## config.mk

```make
export PLATFORM = sky130hd
export DESIGN_NAME = scs_spi_port
export DESIGN_NICKNAME = d
export VERILOG_FILES = /design/src/scs_pkg.sv /design/src/scs_phase_if.sv /design/src/scs_phase_timer.sv /design/src/scs_spi_port.sv
export VERILOG_INCLUDE_DIRS = /design/src
export SDC_FILE = /design/constraint.sdc
export NUM_CORES = 1
export LEC_CHECK = 0
export BUFFER_PORTS_ARGS = -buffer_cell sky130_fd_sc_hd__buf_2
export CORE_MARGIN = 2
export CORE_UTILIZATION = 30
export CTS_CLUSTER_SIZE = 20
export DETAILED_ROUTE_END_ITERATION = 12
export PLACE_DENSITY = 0.59
export SLEW_MARGIN = 40
export SYNTH_ARGS = -nofsm -noshare
export SYNTH_HDL_FRONTEND = slang
export SYNTH_SLANG_ARGS = --single-unit
```

## constraint.sdc

```tcl
create_clock -name ref_clk_i -period 7.4 [get_ports ref_clk_i]
set_input_delay 1.48 -clock ref_clk_i [delete_from_list [all_inputs] [get_ports ref_clk_i]]
set_output_delay 1.48 -clock ref_clk_i [all_outputs]
set_load 0.03 [all_outputs]
```

## src/scs_regs.svh

```systemverilog
`ifndef SCS_REGS_SVH
`define SCS_REGS_SVH

// Clock-stop mode codes; bit 0 selects the early-data variant
`define SCS_MODE_LATE 2'b10
`define SCS_MODE_EARLY 2'b11
`define SCS_MODE_EARLY_BIT 0
`define SCS_MODE_STOP_BIT 1

// Slave rate clock setting: source select 1, divider 1
`define SCS_SLAVE_SRC 1'b1
`define SCS_SLAVE_DIV 8'h01
`define SCS_DIV_MIN 8'h01

// Timing: P is half a processor clock period
`define SCS_CLK_PERIOD_NS 20
`define SCS_P_NS 10
`define SCS_TWO_P_CYC ((2 * `SCS_P_NS) / `SCS_CLK_PERIOD_NS)

// Reset and idle levels
`define SCS_SCLK_IDLE 1'b1
`define SCS_SEL_IDLE 1'b1
`define SCS_SYNC_RST 4'he

// Bit positions in the pin synchroniser vector
`define SCS_SYN_SCLK 3
`define SCS_SYN_FSX 2
`define SCS_SYN_FSR 1
`define SCS_SYN_DIN 0

`endif

```

## src/scs_pkg.sv

```systemverilog
`default_nettype none
`include "scs_regs.svh"

package scs_pkg;

  typedef logic [7:0] scs_div_t;
  typedef logic [7:0] scs_len_t;

  typedef enum logic [2:0] {
    ST_IDLE,
    ST_LEAD_A,
    ST_LEAD_B,
    ST_LOW,
    ST_HIGH,
    ST_TAIL_A,
    ST_TAIL_B,
    ST_SLAVE
  } scs_state_e;

  // Divider 0 cannot give a half-cycle phase; it runs as divider 1
  function automatic scs_div_t scs_eff_div(input scs_div_t dv);
    return (dv == 8'h00) ? `SCS_DIV_MIN : dv;
  endfunction

  // Low phase length in processor cycles
  function automatic scs_len_t scs_low_len(input scs_div_t dv);
    scs_div_t d;
    d = scs_eff_div(dv);
    if (d[0]) begin
      return scs_len_t'(((9'(d) + 9'h001) >> 1) * `SCS_TWO_P_CYC);
    end
    return scs_len_t'((d >> 1) * `SCS_TWO_P_CYC);
  endfunction

  // High phase length in processor cycles
  function automatic scs_len_t scs_high_len(input scs_div_t dv);
    scs_div_t d;
    d = scs_eff_div(dv);
    if (d[0]) begin
      return scs_len_t'(((9'(d) + 9'h001) >> 1) * `SCS_TWO_P_CYC);
    end
    return scs_len_t'(((d >> 1) + 8'h01) * `SCS_TWO_P_CYC);
  endfunction

endpackage

`default_nettype wire

```

## src/scs_phase_if.sv

```systemverilog
`timescale 1ns/1ps
`default_nettype none

interface scs_phase_if;
  logic start;
  logic sel_high;
  logic [7:0] divider;
  logic done;

  modport ctrl (output start, output sel_high, output divider, input done);
  modport timer (input start, input sel_high, input divider, output done);
endinterface

`default_nettype wire

```

## src/scs_phase_timer.sv

```systemverilog
`timescale 1ns/1ps
`default_nettype none

module scs_phase_timer
  import scs_pkg::*;
(
  // Clock and reset
  input wire logic ref_clk_i,
  input wire logic nrst_i,
  // Phase request and completion
  scs_phase_if.timer ph
);

  scs_len_t cnt_q, cnt_d;
  logic run_q, run_d;

  always_comb begin
    cnt_d = cnt_q;
    run_d = run_q;
    if (ph.start) begin
      run_d = 1'b1;
      // Phase length from the divider
      cnt_d = (ph.sel_high ? scs_high_len(ph.divider) : scs_low_len(ph.divider)) - 8'h01;
    end else if (run_q && (cnt_q == 8'h00)) begin
      run_d = 1'b0;
    end else if (run_q) begin
      cnt_d = cnt_q - 8'h01;
    end
  end

  always_ff @(posedge ref_clk_i or negedge nrst_i) begin
    if (!nrst_i) begin
      cnt_q <= 8'h00;
      run_q <= 1'b0;
    end else begin
      cnt_q <= cnt_d;
      run_q <= run_d;
    end
  end

  assign ph.done = run_q && (cnt_q == 8'h00);
endmodule // scs_phase_timer

`default_nettype wire

```

## src/scs_spi_port.sv

```systemverilog
// Notes on behaviour
// - As slave the rate clock must be half the processor clock, source select 1 and divider 1.
// - As master the serial clock period is one plus the divider (divider 0 runs as 1), times two P.
// - The low phase is half the period for an odd or zero divider, else divider/2 times two P.
// - The high phase is half the period for an odd or zero divider, else divider/2+1 times two P.
// - As master with both frame polarities 1 the frame is inverted into an active-low select.
// - As slave the active-low select on both frame pins is inverted into an active frame.
// - Master means transmit clock and frame directions 1 and receive directions 0.
// - Slave means all four clock and frame directions 0, clock and select are inputs.
// - The select goes low before the first rising clock edge, where the transfer begins.
// - In mode 10b data launches on falling edges, the first after a high phase, select low T after.
// - In mode 10b a slave releases data when select rises, a master a high phase after the last rise.
// - In mode 11b data launches on rising edges, first fall one period after select falls.
// - In mode 11b the partner's data is valid around the falling edge, where it is sampled.
// - In mode 11b as master the first bit is driven a low phase after select falls.
`timescale 1ns/1ps
`default_nettype none
`include "scs_regs.svh"

module scs_spi_port
  import scs_pkg::*;
#(
  parameter int DATA_W = 8
) (
  // Clock and reset
  input wire logic ref_clk_i,
  input wire logic nrst_i,
  // Configuration
  input wire logic [1:0] clock_stop_mode_i,
  input wire logic tx_clock_polarity_i,
  input wire logic tx_frame_polarity_i,
  input wire logic rx_frame_polarity_i,
  input wire logic tx_clock_direction_i,
  input wire logic rx_clock_direction_i,
  input wire logic tx_frame_direction_i,
  input wire logic rx_frame_direction_i,
  input wire logic rate_clock_source_select_i,
  input wire logic [7:0] rate_clock_divider_i,
  // User data
  input wire logic [DATA_W-1:0] tx_data_i,
  input wire logic tx_valid_i,
  output logic tx_ready_o,
  output logic [DATA_W-1:0] rx_data_o,
  output logic rx_valid_o,
  output logic busy_o,
  output logic config_error_o,
  // Pins
  input wire logic serial_clock_tx_pin_i,
  output logic serial_clock_tx_pin_o,
  output logic serial_clock_tx_pin_oe_o,
  input wire logic tx_frame_sync_pin_i,
  output logic tx_frame_sync_pin_o,
  output logic tx_frame_sync_pin_oe_o,
  input wire logic rx_frame_sync_pin_i,
  input wire logic serial_data_in_pin_i,
  output logic serial_data_out_pin_o,
  output logic serial_data_out_pin_oe_o
);

  localparam int CNT_W = $clog2(DATA_W + 1);

  if (DATA_W < 2 || DATA_W > 32) begin : g_chk
    $error("DATA_W must lie between 2 and 32");
  end

  // Pin synchronisers: three stages, change taken when stages two and three agree
  logic [3:0] sync_in, s1_q, s2_q, s3_q, filt_q, filt_d;
  logic sclk_prev_q, fsx_prev_q, fsr_prev_q;

  assign sync_in = {serial_clock_tx_pin_i, tx_frame_sync_pin_i, rx_frame_sync_pin_i,
                    serial_data_in_pin_i};

  for (genvar i = 0; i < 4; i++) begin : g_filt
    assign filt_d[i] = (s2_q[i] == s3_q[i]) ? s2_q[i] : filt_q[i];
  end

  always_ff @(posedge ref_clk_i or negedge nrst_i) begin
    if (!nrst_i) begin
      s1_q <= `SCS_SYNC_RST;
      s2_q <= `SCS_SYNC_RST;
      s3_q <= `SCS_SYNC_RST;
      filt_q <= `SCS_SYNC_RST;
      sclk_prev_q <= `SCS_SCLK_IDLE;
      fsx_prev_q <= 1'b0;
      fsr_prev_q <= 1'b0;
    end else begin
      s1_q <= sync_in;
      s2_q <= s1_q;
      s3_q <= s2_q;
      filt_q <= filt_d;
      sclk_prev_q <= filt_d[`SCS_SYN_SCLK];
      fsx_prev_q <= !filt_d[`SCS_SYN_FSX];
      fsr_prev_q <= !filt_d[`SCS_SYN_FSR];
    end
  end

  logic fsx_act, fsr_act, s_rise, s_fall, din;
  // Agreed value used at once; a further register would cost a sample cycle
  assign fsx_act = !filt_d[`SCS_SYN_FSX];
  assign fsr_act = !filt_d[`SCS_SYN_FSR];
  assign s_rise = filt_d[`SCS_SYN_SCLK] && !sclk_prev_q;
  assign s_fall = !filt_d[`SCS_SYN_SCLK] && sclk_prev_q;
  assign din = filt_d[`SCS_SYN_DIN];

  // Role and configuration check
  logic is_master, is_slave, slave_rate_ok, cfg_ok;
  assign is_master = tx_clock_direction_i && tx_frame_direction_i &&
                     !rx_clock_direction_i && !rx_frame_direction_i;
  assign is_slave = !tx_clock_direction_i && !tx_frame_direction_i &&
                    !rx_clock_direction_i && !rx_frame_direction_i;
  assign slave_rate_ok = (rate_clock_source_select_i == `SCS_SLAVE_SRC) &&
                         (rate_clock_divider_i == `SCS_SLAVE_DIV);
  assign cfg_ok = clock_stop_mode_i[`SCS_MODE_STOP_BIT] && tx_clock_polarity_i &&
                  tx_frame_polarity_i && rx_frame_polarity_i &&
                  (is_master || (is_slave && slave_rate_ok));

  // Phase timer
  scs_phase_if ph ();
  logic start_c, high_c;
  assign ph.start = start_c;
  assign ph.sel_high = high_c;
  assign ph.divider = rate_clock_divider_i;

  scs_phase_timer u_timer (
    .ref_clk_i(ref_clk_i),
    .nrst_i(nrst_i),
    .ph(ph.timer)
  );

  // Transfer state
  scs_state_e state_q, state_d;
  logic sclk_q, sclk_d, sel_n_q, sel_n_d, dout_q, dout_d, doe_q, doe_d;
  logic m11_q, m11_d, smp_q, smp_d, full_q, full_d, rxv_q, rxv_d;
  logic roe_q, roe_d, ready_q, ready_d, busy_q, busy_d, err_q, err_d;
  logic [DATA_W-1:0] shift_q, shift_d, rx_q, rx_d, hold_q, hold_d, rxdat_q, rxdat_d;
  logic [CNT_W-1:0] bits_q, bits_d;
  logic load, launch, sample;

  always_comb begin
    state_d = state_q;
    sclk_d = sclk_q;
    sel_n_d = sel_n_q;
    dout_d = dout_q;
    doe_d = doe_q;
    m11_d = m11_q;
    smp_d = smp_q;
    full_d = full_q;
    shift_d = shift_q;
    rx_d = rx_q;
    hold_d = hold_q;
    rxdat_d = rxdat_q;
    bits_d = bits_q;
    rxv_d = 1'b0;
    start_c = 1'b0;
    high_c = 1'b0;
    load = 1'b0;
    launch = 1'b0;
    sample = 1'b0;
    if (tx_valid_i && !full_q) begin
      full_d = 1'b1;
      hold_d = tx_data_i;
    end
    unique case (state_q)
      ST_IDLE: begin
        sclk_d = `SCS_SCLK_IDLE;
        sel_n_d = `SCS_SEL_IDLE;
        doe_d = 1'b0;
        if (cfg_ok && is_master && full_q) begin
          state_d = ST_LEAD_A;
          sel_n_d = 1'b0;
          load = 1'b1;
          m11_d = clock_stop_mode_i[`SCS_MODE_EARLY_BIT];
          start_c = 1'b1;
          high_c = !clock_stop_mode_i[`SCS_MODE_EARLY_BIT];
        end else if (cfg_ok && is_slave) begin
          state_d = ST_SLAVE;
        end
      end
      ST_LEAD_A: if (ph.done) begin
        start_c = 1'b1;
        if (m11_q) begin
          doe_d = 1'b1;
          high_c = 1'b1;
          state_d = ST_LEAD_B;
        end else begin
          sclk_d = 1'b0;
          doe_d = 1'b1;
          state_d = ST_LOW;
        end
      end
      ST_LEAD_B: if (ph.done) begin
        sclk_d = 1'b0;
        sample = 1'b1;
        start_c = 1'b1;
        state_d = ST_LOW;
      end
      ST_LOW: if (ph.done) begin
        sclk_d = 1'b1;
        start_c = 1'b1;
        high_c = 1'b1;
        if (m11_q) begin
          if (bits_q == '0 && smp_q) begin
            doe_d = 1'b0;
            state_d = ST_TAIL_B;
          end else begin
            launch = 1'b1;
            state_d = ST_HIGH;
          end
        end else begin
          sample = 1'b1;
          state_d = (bits_q == CNT_W'(DATA_W - 1)) ? ST_TAIL_A : ST_HIGH;
        end
      end
      ST_HIGH: if (ph.done) begin
        sclk_d = 1'b0;
        start_c = 1'b1;
        state_d = ST_LOW;
        if (m11_q) begin
          sample = 1'b1;
        end else begin
          launch = 1'b1;
        end
      end
      ST_TAIL_A: if (ph.done) begin
        doe_d = 1'b0;
        start_c = 1'b1;
        state_d = ST_TAIL_B;
      end
      ST_TAIL_B: if (ph.done) begin
        sel_n_d = `SCS_SEL_IDLE;
        state_d = ST_IDLE;
      end
      ST_SLAVE: begin
        m11_d = clock_stop_mode_i[`SCS_MODE_EARLY_BIT];
        if (!(cfg_ok && is_slave)) begin
          doe_d = 1'b0;
          state_d = ST_IDLE;
        end else begin
          if (fsx_act && !fsx_prev_q) begin
            load = 1'b1;
            doe_d = 1'b1;
          end else if (!fsx_act) begin
            doe_d = 1'b0;
          end else if ((m11_q ? s_rise : s_fall) && smp_q) begin
            launch = 1'b1;
          end
          if (fsr_act && !fsr_prev_q) begin
            bits_d = '0;
          end else if (fsr_act && (m11_q ? s_fall : s_rise)) begin
            sample = 1'b1;
          end
        end
      end
    endcase
    if (launch) begin
      shift_d = {shift_q[DATA_W-2:0], 1'b0};
      dout_d = shift_q[DATA_W-2];
      smp_d = 1'b0;
    end
    if (sample) begin
      rx_d = {rx_q[DATA_W-2:0], din};
      smp_d = 1'b1;
      if (bits_q == CNT_W'(DATA_W - 1)) begin
        bits_d = '0;
        rxdat_d = {rx_q[DATA_W-2:0], din};
        rxv_d = 1'b1;
      end else begin
        bits_d = bits_q + CNT_W'(1);
      end
    end
    if (load) begin
      shift_d = hold_q;
      dout_d = hold_q[DATA_W-1];
      bits_d = '0;
      smp_d = 1'b0;
      if (full_q) begin
        full_d = 1'b0;
      end
    end
    roe_d = cfg_ok && is_master;
    ready_d = !full_d;
    busy_d = (state_d != ST_IDLE && state_d != ST_SLAVE) || (state_d == ST_SLAVE && fsx_act);
    err_d = !cfg_ok;
  end

  always_ff @(posedge ref_clk_i or negedge nrst_i) begin
    if (!nrst_i) begin
      state_q <= ST_IDLE;
      sclk_q <= `SCS_SCLK_IDLE;
      sel_n_q <= `SCS_SEL_IDLE;
      dout_q <= 1'b0;
      doe_q <= 1'b0;
      m11_q <= 1'b0;
      smp_q <= 1'b0;
      full_q <= 1'b0;
      shift_q <= '0;
      rx_q <= '0;
      hold_q <= '0;
      rxdat_q <= '0;
      bits_q <= '0;
      rxv_q <= 1'b0;
      roe_q <= 1'b0;
      ready_q <= 1'b0;
      busy_q <= 1'b0;
      err_q <= 1'b1;
    end else begin
      state_q <= state_d;
      sclk_q <= sclk_d;
      sel_n_q <= sel_n_d;
      dout_q <= dout_d;
      doe_q <= doe_d;
      m11_q <= m11_d;
      smp_q <= smp_d;
      full_q <= full_d;
      shift_q <= shift_d;
      rx_q <= rx_d;
      hold_q <= hold_d;
      rxdat_q <= rxdat_d;
      bits_q <= bits_d;
      rxv_q <= rxv_d;
      roe_q <= roe_d;
      ready_q <= ready_d;
      busy_q <= busy_d;
      err_q <= err_d;
    end
  end

  assign tx_ready_o = ready_q;
  assign rx_data_o = rxdat_q;
  assign rx_valid_o = rxv_q;
  assign busy_o = busy_q;
  assign config_error_o = err_q;
  assign serial_clock_tx_pin_o = sclk_q;
  assign serial_clock_tx_pin_oe_o = roe_q;
  assign tx_frame_sync_pin_o = sel_n_q;
  assign tx_frame_sync_pin_oe_o = roe_q;
  assign serial_data_out_pin_o = dout_q;
  assign serial_data_out_pin_oe_o = doe_q;
endmodule // scs_spi_port

`default_nettype wire

```

; ---- Yosys cells after proc, flatten, opt, wreduce, memory -nomap -nowiden
; Index checks and enable logic that the tools add are counted.
[classes]
n_mux = 90
reduce_logical = 67
n_addsub = 5
eq_ne = 26
[ops]
columns = op, n
row1 = 8-bit 2-to-1 mux, 10
row2 = 1-bit 2-to-1 mux, 52
row3 = 3-bit 2-to-1 mux, 9
row4 = 1-bit logical AND, 26
row5 = 4-bit 2-to-1 mux, 6
row6 = 3-bit case mux with 7 select lines, 1
row7 = 2-bit inequality test (second input constant), 9
row8 = 8-bit logical NOT, 2
row9 = 8-bit by 1-bit subtractor with 8-bit output (second input constant), 2
row10 = 3-bit == test (second input constant), 5
row11 = 3-bit nonzero test, 5
row12 = 1-bit logical NOT, 14
row13 = 7-bit 2-to-1 mux, 2
row14 = 2-bit nonzero test, 5
row15 = 8-bit by 1-bit adder with 9-bit output (second input constant), 1
row16 = 7-bit by 1-bit adder with 8-bit output (second input constant), 1
row17 = 8-bit by 1-bit == test with 1-bit output (second input constant), 1
row18 = 1-bit case mux with 2 select lines, 4
row19 = 1-bit case mux with 4 select lines, 2
row20 = 2-bit AND reduction, 4
row21 = 7-bit AND reduction, 1
row22 = 3-bit by 2-bit == test with 1-bit output (second input constant), 2
row23 = 1-bit case mux with 3 select lines, 2
row24 = 1-bit case mux with 5 select lines, 1
row25 = other kinds (17), 21
[word_totals]
input_bits = 33
regBits = 77
out_inout_bits = 18
wordCells = 215

; ---- Longest topological paths before layout
[logic_depth]
word_depth = 17
depth_mapped = 12

; ---- Hierarchy
; From an unflattened synthesis, not the netlist that was laid out.
[hier_totals]
cells_unflattened = 340
area_unflattened_um2 = 3796.1
[modules_own_cells]
columns = module, seq_area_each_um2, area_per_inst_um2, cells_per_inst, n_inst
row1 = scs_spi_port, 1695.4, 2981.6, 241, 1
row2 = scs_phase_timer, 225.2, 814.5, 99, 1

; ---- Worst setup path before layout
; OpenSTA, ideal clock, no wires.
[synth_path]
path_type = input to register
startpoint = input rx_frame_direction_i
endpoint = register u_timer.cnt_q[4]
t_required_ns = 7.260
arrival_ns = 3.607
n_path_buf = 0
path_slack_ns = 3.653
setup_ns = 0.140
cell_stages = 11
path_cell_list = nand4bb_1 > or3_4 > o22ai_1 > o31ai_1 > o22ai_1 > ha_1 > inv_1 > nor4_1 > nor2b_1 > xnor2_1 > o21ai_1
[synth_between]
elab_chain_cells = 12
[synth_rtl]
columns = element, line_no
row1 = "start, declared", scs_spi_port.sv:36  ; input wire logic rx_frame_direction_i,
row2 = 1-bit logical NOT (*), "scs_spi_port.sv:108, scs_spi_port.sv:110"
row3 = 1-bit logical AND, scs_spi_port.sv:110  ; !rx_clock_direction_i && !rx_frame_direction_i;
row4 = 1-bit logical AND, scs_spi_port.sv:115  ; (is_master || (is_slave && slave_rate_ok));
row5 = 1-bit logical OR, scs_spi_port.sv:115
row6 = 1-bit logical AND, scs_spi_port.sv:113  ; assign cfg_ok = clock_stop_mode_i[`SCS_MODE_STOP_BIT] && tx_clock_polarity_i &&
row7 = 1-bit logical AND (*) (2 in a row), scs_spi_port.sv:168  ; if (cfg_ok && is_master && full_q) begin
row8 = 1-bit 2-to-1 mux, scs_spi_port.sv:168
row9 = 1-bit case mux with 3 select lines, scs_spi_port.sv:163  ; unique case (state_q)
row10 = 8-bit 2-to-1 mux, scs_phase_timer.sv:23  ; cnt_d = (ph.sel_high ? scs_high_len(ph.divider) : scs_low_len(ph.divider)) - 8'h01;
row11 = 8-bit by 1-bit subtractor with 8-bit output, scs_phase_timer.sv:23
row12 = 8-bit 2-to-1 mux, scs_phase_timer.sv:20  ; if (ph.start) begin
row13 = "end signal, assigned", scs_phase_timer.sv:36  ; cnt_q <= cnt_d;
row14 = "end, declared", scs_phase_timer.sv:14  ; scs_len_t cnt_q, cnt_d;
; Mark *: on every way between the ends. The rest lies on a longest branch, timed or not.
; A chain may end at the register's enable or synchronous reset.

; ---- Final worst setup path
; Ends and elaborated chain as after synthesis.

==> impl_results.md <==
* Die span in x at 115.4 um
* Mean Syn Cell Area at 9.874 um^2
* CP Capture Type: register
* Layout Cells excl Fill at 599
* DRC violations left at 0
* Hold Crit Class: reg -> reg
* Max Slew Vio Count at 0
* Post-synth top area cell: dfrtp_1
* Hold Fails Final Rpt at 0
* Top_reg_cell synth: dfrtp_1
* Max-cap violations at 0
* Fmax at approximately 250 MHz
* First-pass GRT wire length at about 14,000 um
* Data required, critical path at 7.59 ns
* Status: finished clean
* Clock Skews at between 0.008 and 0.009 ns
* P_leak at 1.991 nW
* DIE AREA at between 10,000 and 15,000 um^2
* Leading post-synthesis cells by cell area: dfrtp_1 (41%), dfstp_2 (11%), nand2_1 (5.7%)
* Synthesized area at about 3700 um^2
* CTS max path bufs at 2
* GRT Total Usage at between 10% and 20%
* Fillers at 1,231
* Vias/cell at between 4 and 5
* Core area at 12,060 um^2
* CTS tree: done
* Critical path's largest stage delay at roughly 0.52 ns
* FFs w/ async S/R, synth at 100.0%
* Register area share after synthesis at about half
* Root buffer cell: clkbuf_16
* Top cell type's share of synthesized area at 41.01%
* WL final at a little over 8000 um
* Syn-to-layout area delta at 18.49%
* Initial Util at a little under a third
* Yosys warns at 0
* Post-DP HPWL at ~5700 um
* Iteration-0 DRC Markers at approximately 160
* GRT Residual Overflow at 0
* Worst-path cell chain: buf_2, nand4bb_1, nor3_1, a21o_1, o31ai_1, o22ai_1, ha_1, inv_1, nor4_1, nor2b_1, xnor2_1, o21ai_1
* First-pass DRT Iterations at 5
* Placed cell areas at around 4100 um^2
* Peak VDD IR at 0.08703 mV
* Drt wl/cell at 13.52 um
* # setup viols final at 0
* CP Launch Type: input pin
* Synth Instances at around 380
* Worst Path Max Fanout at 13
* Synth Register Bits at 76
* Slew HR at 51.51%
* Design area at 4410 um^2
* Slew @ Worst Pin at a little over 0.7 ns
* I/O pin cnt at between 50 and 60
* Clock-pin slew on the worst setup and hold paths at about 0.060 ns
* RSZ-0062 raised after global routing: no
* Setup TNS at 0 ns
* CP top delay family: simple AND/OR/NAND/NOR gates
* RD Place Congestion at around 0.85
* Min Tclk post-route at 4.028 ns
* Number of synthesized flops with an enable pin at 0
* CTS Sinks at between 70 and 80
* # hold bufs at CTS at 0
* Post-cts resize count at 0
* Initial antenna violation count at 0
* Power per cell area at just under 300 nW/um^2
* Design Power at roughly 1.3 mW
* CTS H-tree lvls at 3
* Synth Net Count at 414
* CP Class: in -> reg
* CP max-delay cell: nor3_1
* Post-CTS Setup Bufs at 0
* Std-Cell Rows at 40
* Placed cells at a little under 600
* Final layout net count at between 400 and 500
* Synth unique cells at 60
* CTS Buf Count at 9
* Reg2reg setup slack at approximately 3.7 ns
* Pin count of the biggest net entering global routing at 77
* Clock Latency Late Sink at 0.33 ns
* Share of cells above drive strength 1 at between 20% and 30%
* Crit share post-route at between 50 and 60%
* Post-DRT Antenna Nets at 0
* Buf/Inv on CP at 2
* Port bufs at 50
* Data arrival time of the critical path at 4.21 ns
* Vias at between 2,000 and 3,000
* Die H at around 120 um
* Vias in the first global route at roughly 2,800
* # diodes at 0
## final cells by class
| cell class | count | area, um^2 | area share, % |
|---|---|---|---|
| Tap cell | 168 | 210.2 | 4.766 |
| Clock inverter | 3 | 15.01 | 0.3404 |
| Clock buffer | 13 | 240.2 | 5.447 |
| Multi-Input combinational cell | 272 | 1693 | 38.38 |
| Sequential cell | 76 | 1921 | 43.55 |
| Inverter | 14 | 52.55 | 1.191 |
| Timing Repair Buffer | 53 | 279.0 | 6.326 |
## per-stage QoR
stage / hold slack, ns / setup WS [ns] / utilization [%]
floorplan: 0.3312 / 3.653 / -
global placement: 0.3333 / 3.168 / 34.37
detailed placement: 0.3358 / 3.071 / 34.40
CTS: 0.3481 / 3.405 / 36.51
global route: 0.3604 / 3.106 / 36.57
finish: 0.3448 / 3.372 / 36.57
## state kept, by name, summed over array words and instances, names as in the netlist, 3 cells and up
signal,flops
rx_data_o,8
hold_q,8
bits_q,4
state_q,3
filt_q,4
s1_q,4
s2_q,4
shift_q,7
rx_q,7
u_timer.cnt_q,8
s3_q,4
## metal layers
layer / GRT usage, % / wire length (um) / share of wire [%]
met1: 17.70 / 3955 / 49
met2: 19.77 / 3700 / 46
met3: 2.688 / 287 / 3.5
met4: 6.426 / 158 / 2.0
met5: 0 / 0 / 0
## cells in the mapped netlist, drive strengths merged, types with 2 or more instances
master and count:
a21oi 20, o41ai 2, nand2 57, o211a 2, nor2b 3, and2 2, inv 12, ha 4
dfstp 15, or4b 2, nand4 3, mux2 17, nor3b 2, clkbuf 11, mux2i 7, nand3 15
o31a 2, maj3 3, a21o 2, nor3 11, nor4 7, o22ai 2, a211oi 3, o2111ai 2
and3 7, nor2 34, or2 2, or3 4, xnor2 5, o21ai 22, a31oi 7, a31o 2
o31ai 3, buf 4, clkinv 2, dfrtp 61, o211ai 3, nor4bb 2
## final timing paths
path | endpoint | startpoint | cells past startpoint
setup / recovery | u_timer.cnt_q[4] | rx_frame_direction_i | 12
hold / removal | s2_q[0] | s1_q[0] | 0
setup reg to reg | u_timer.cnt_q[4] | state_q[0] | 11
hold reg to reg | s2_q[0] | s1_q[0] | 0
max in group asynchronous | hold_q[4] | nrst_i | 1
min in group asynchronous | full_q | nrst_i | 1
## logic make-up after synthesis
group / after synthesis / synth area share [%]
multiplexers: 24 / 7.025
flip-flops: 76 / 51.60
AND/OR/NAND/NOR: 156 / 20.47
adder cells (fa/ha/maj): 7 / 2.151
buffers and inverters: 29 / 3.294
AO/OA/AOI/OAI: 80 / 14.29
XOR/XNOR: 5 / 1.176
## placed cells by master, fill, tap and decap left out, types with 3 or more instances in the layout
cell type,synthesis,final
clkinv_2,0,3
o31ai_1,3,3
a21oi_1,20,20
mux2_2,17,17
xnor2_1,5,5
clkbuf_16,0,9
nand4_1,3,3
inv_1,12,12
clkbuf_1,11,4
or3_1,3,3
buf_4,1,3
nor3_1,10,10
and3_1,6,6
o21ai_0,21,21
mux2i_1,7,7
buf_2,2,49
nand3_1,15,15
a31oi_1,6,6
dfstp_2,15,15
nor2b_1,3,3
nor4_1,7,6
nor2_1,34,34
ha_1,4,4
o211ai_1,3,3
maj3_1,3,3
dfrtp_1,61,61
nand2_1,57,57
## power by group
group | total [mW] | internal [mW] | switching (mW) | leakage, nW
Sequential | 0.584 | 0.497 | 0.0868 | 0.929
Combinational | 0.317 | 0.140 | 0.176 | 0.935
Clock | 0.385 | 0.226 | 0.159 | 0.127
Note: power is estimated with default switching activity, not from simulation.
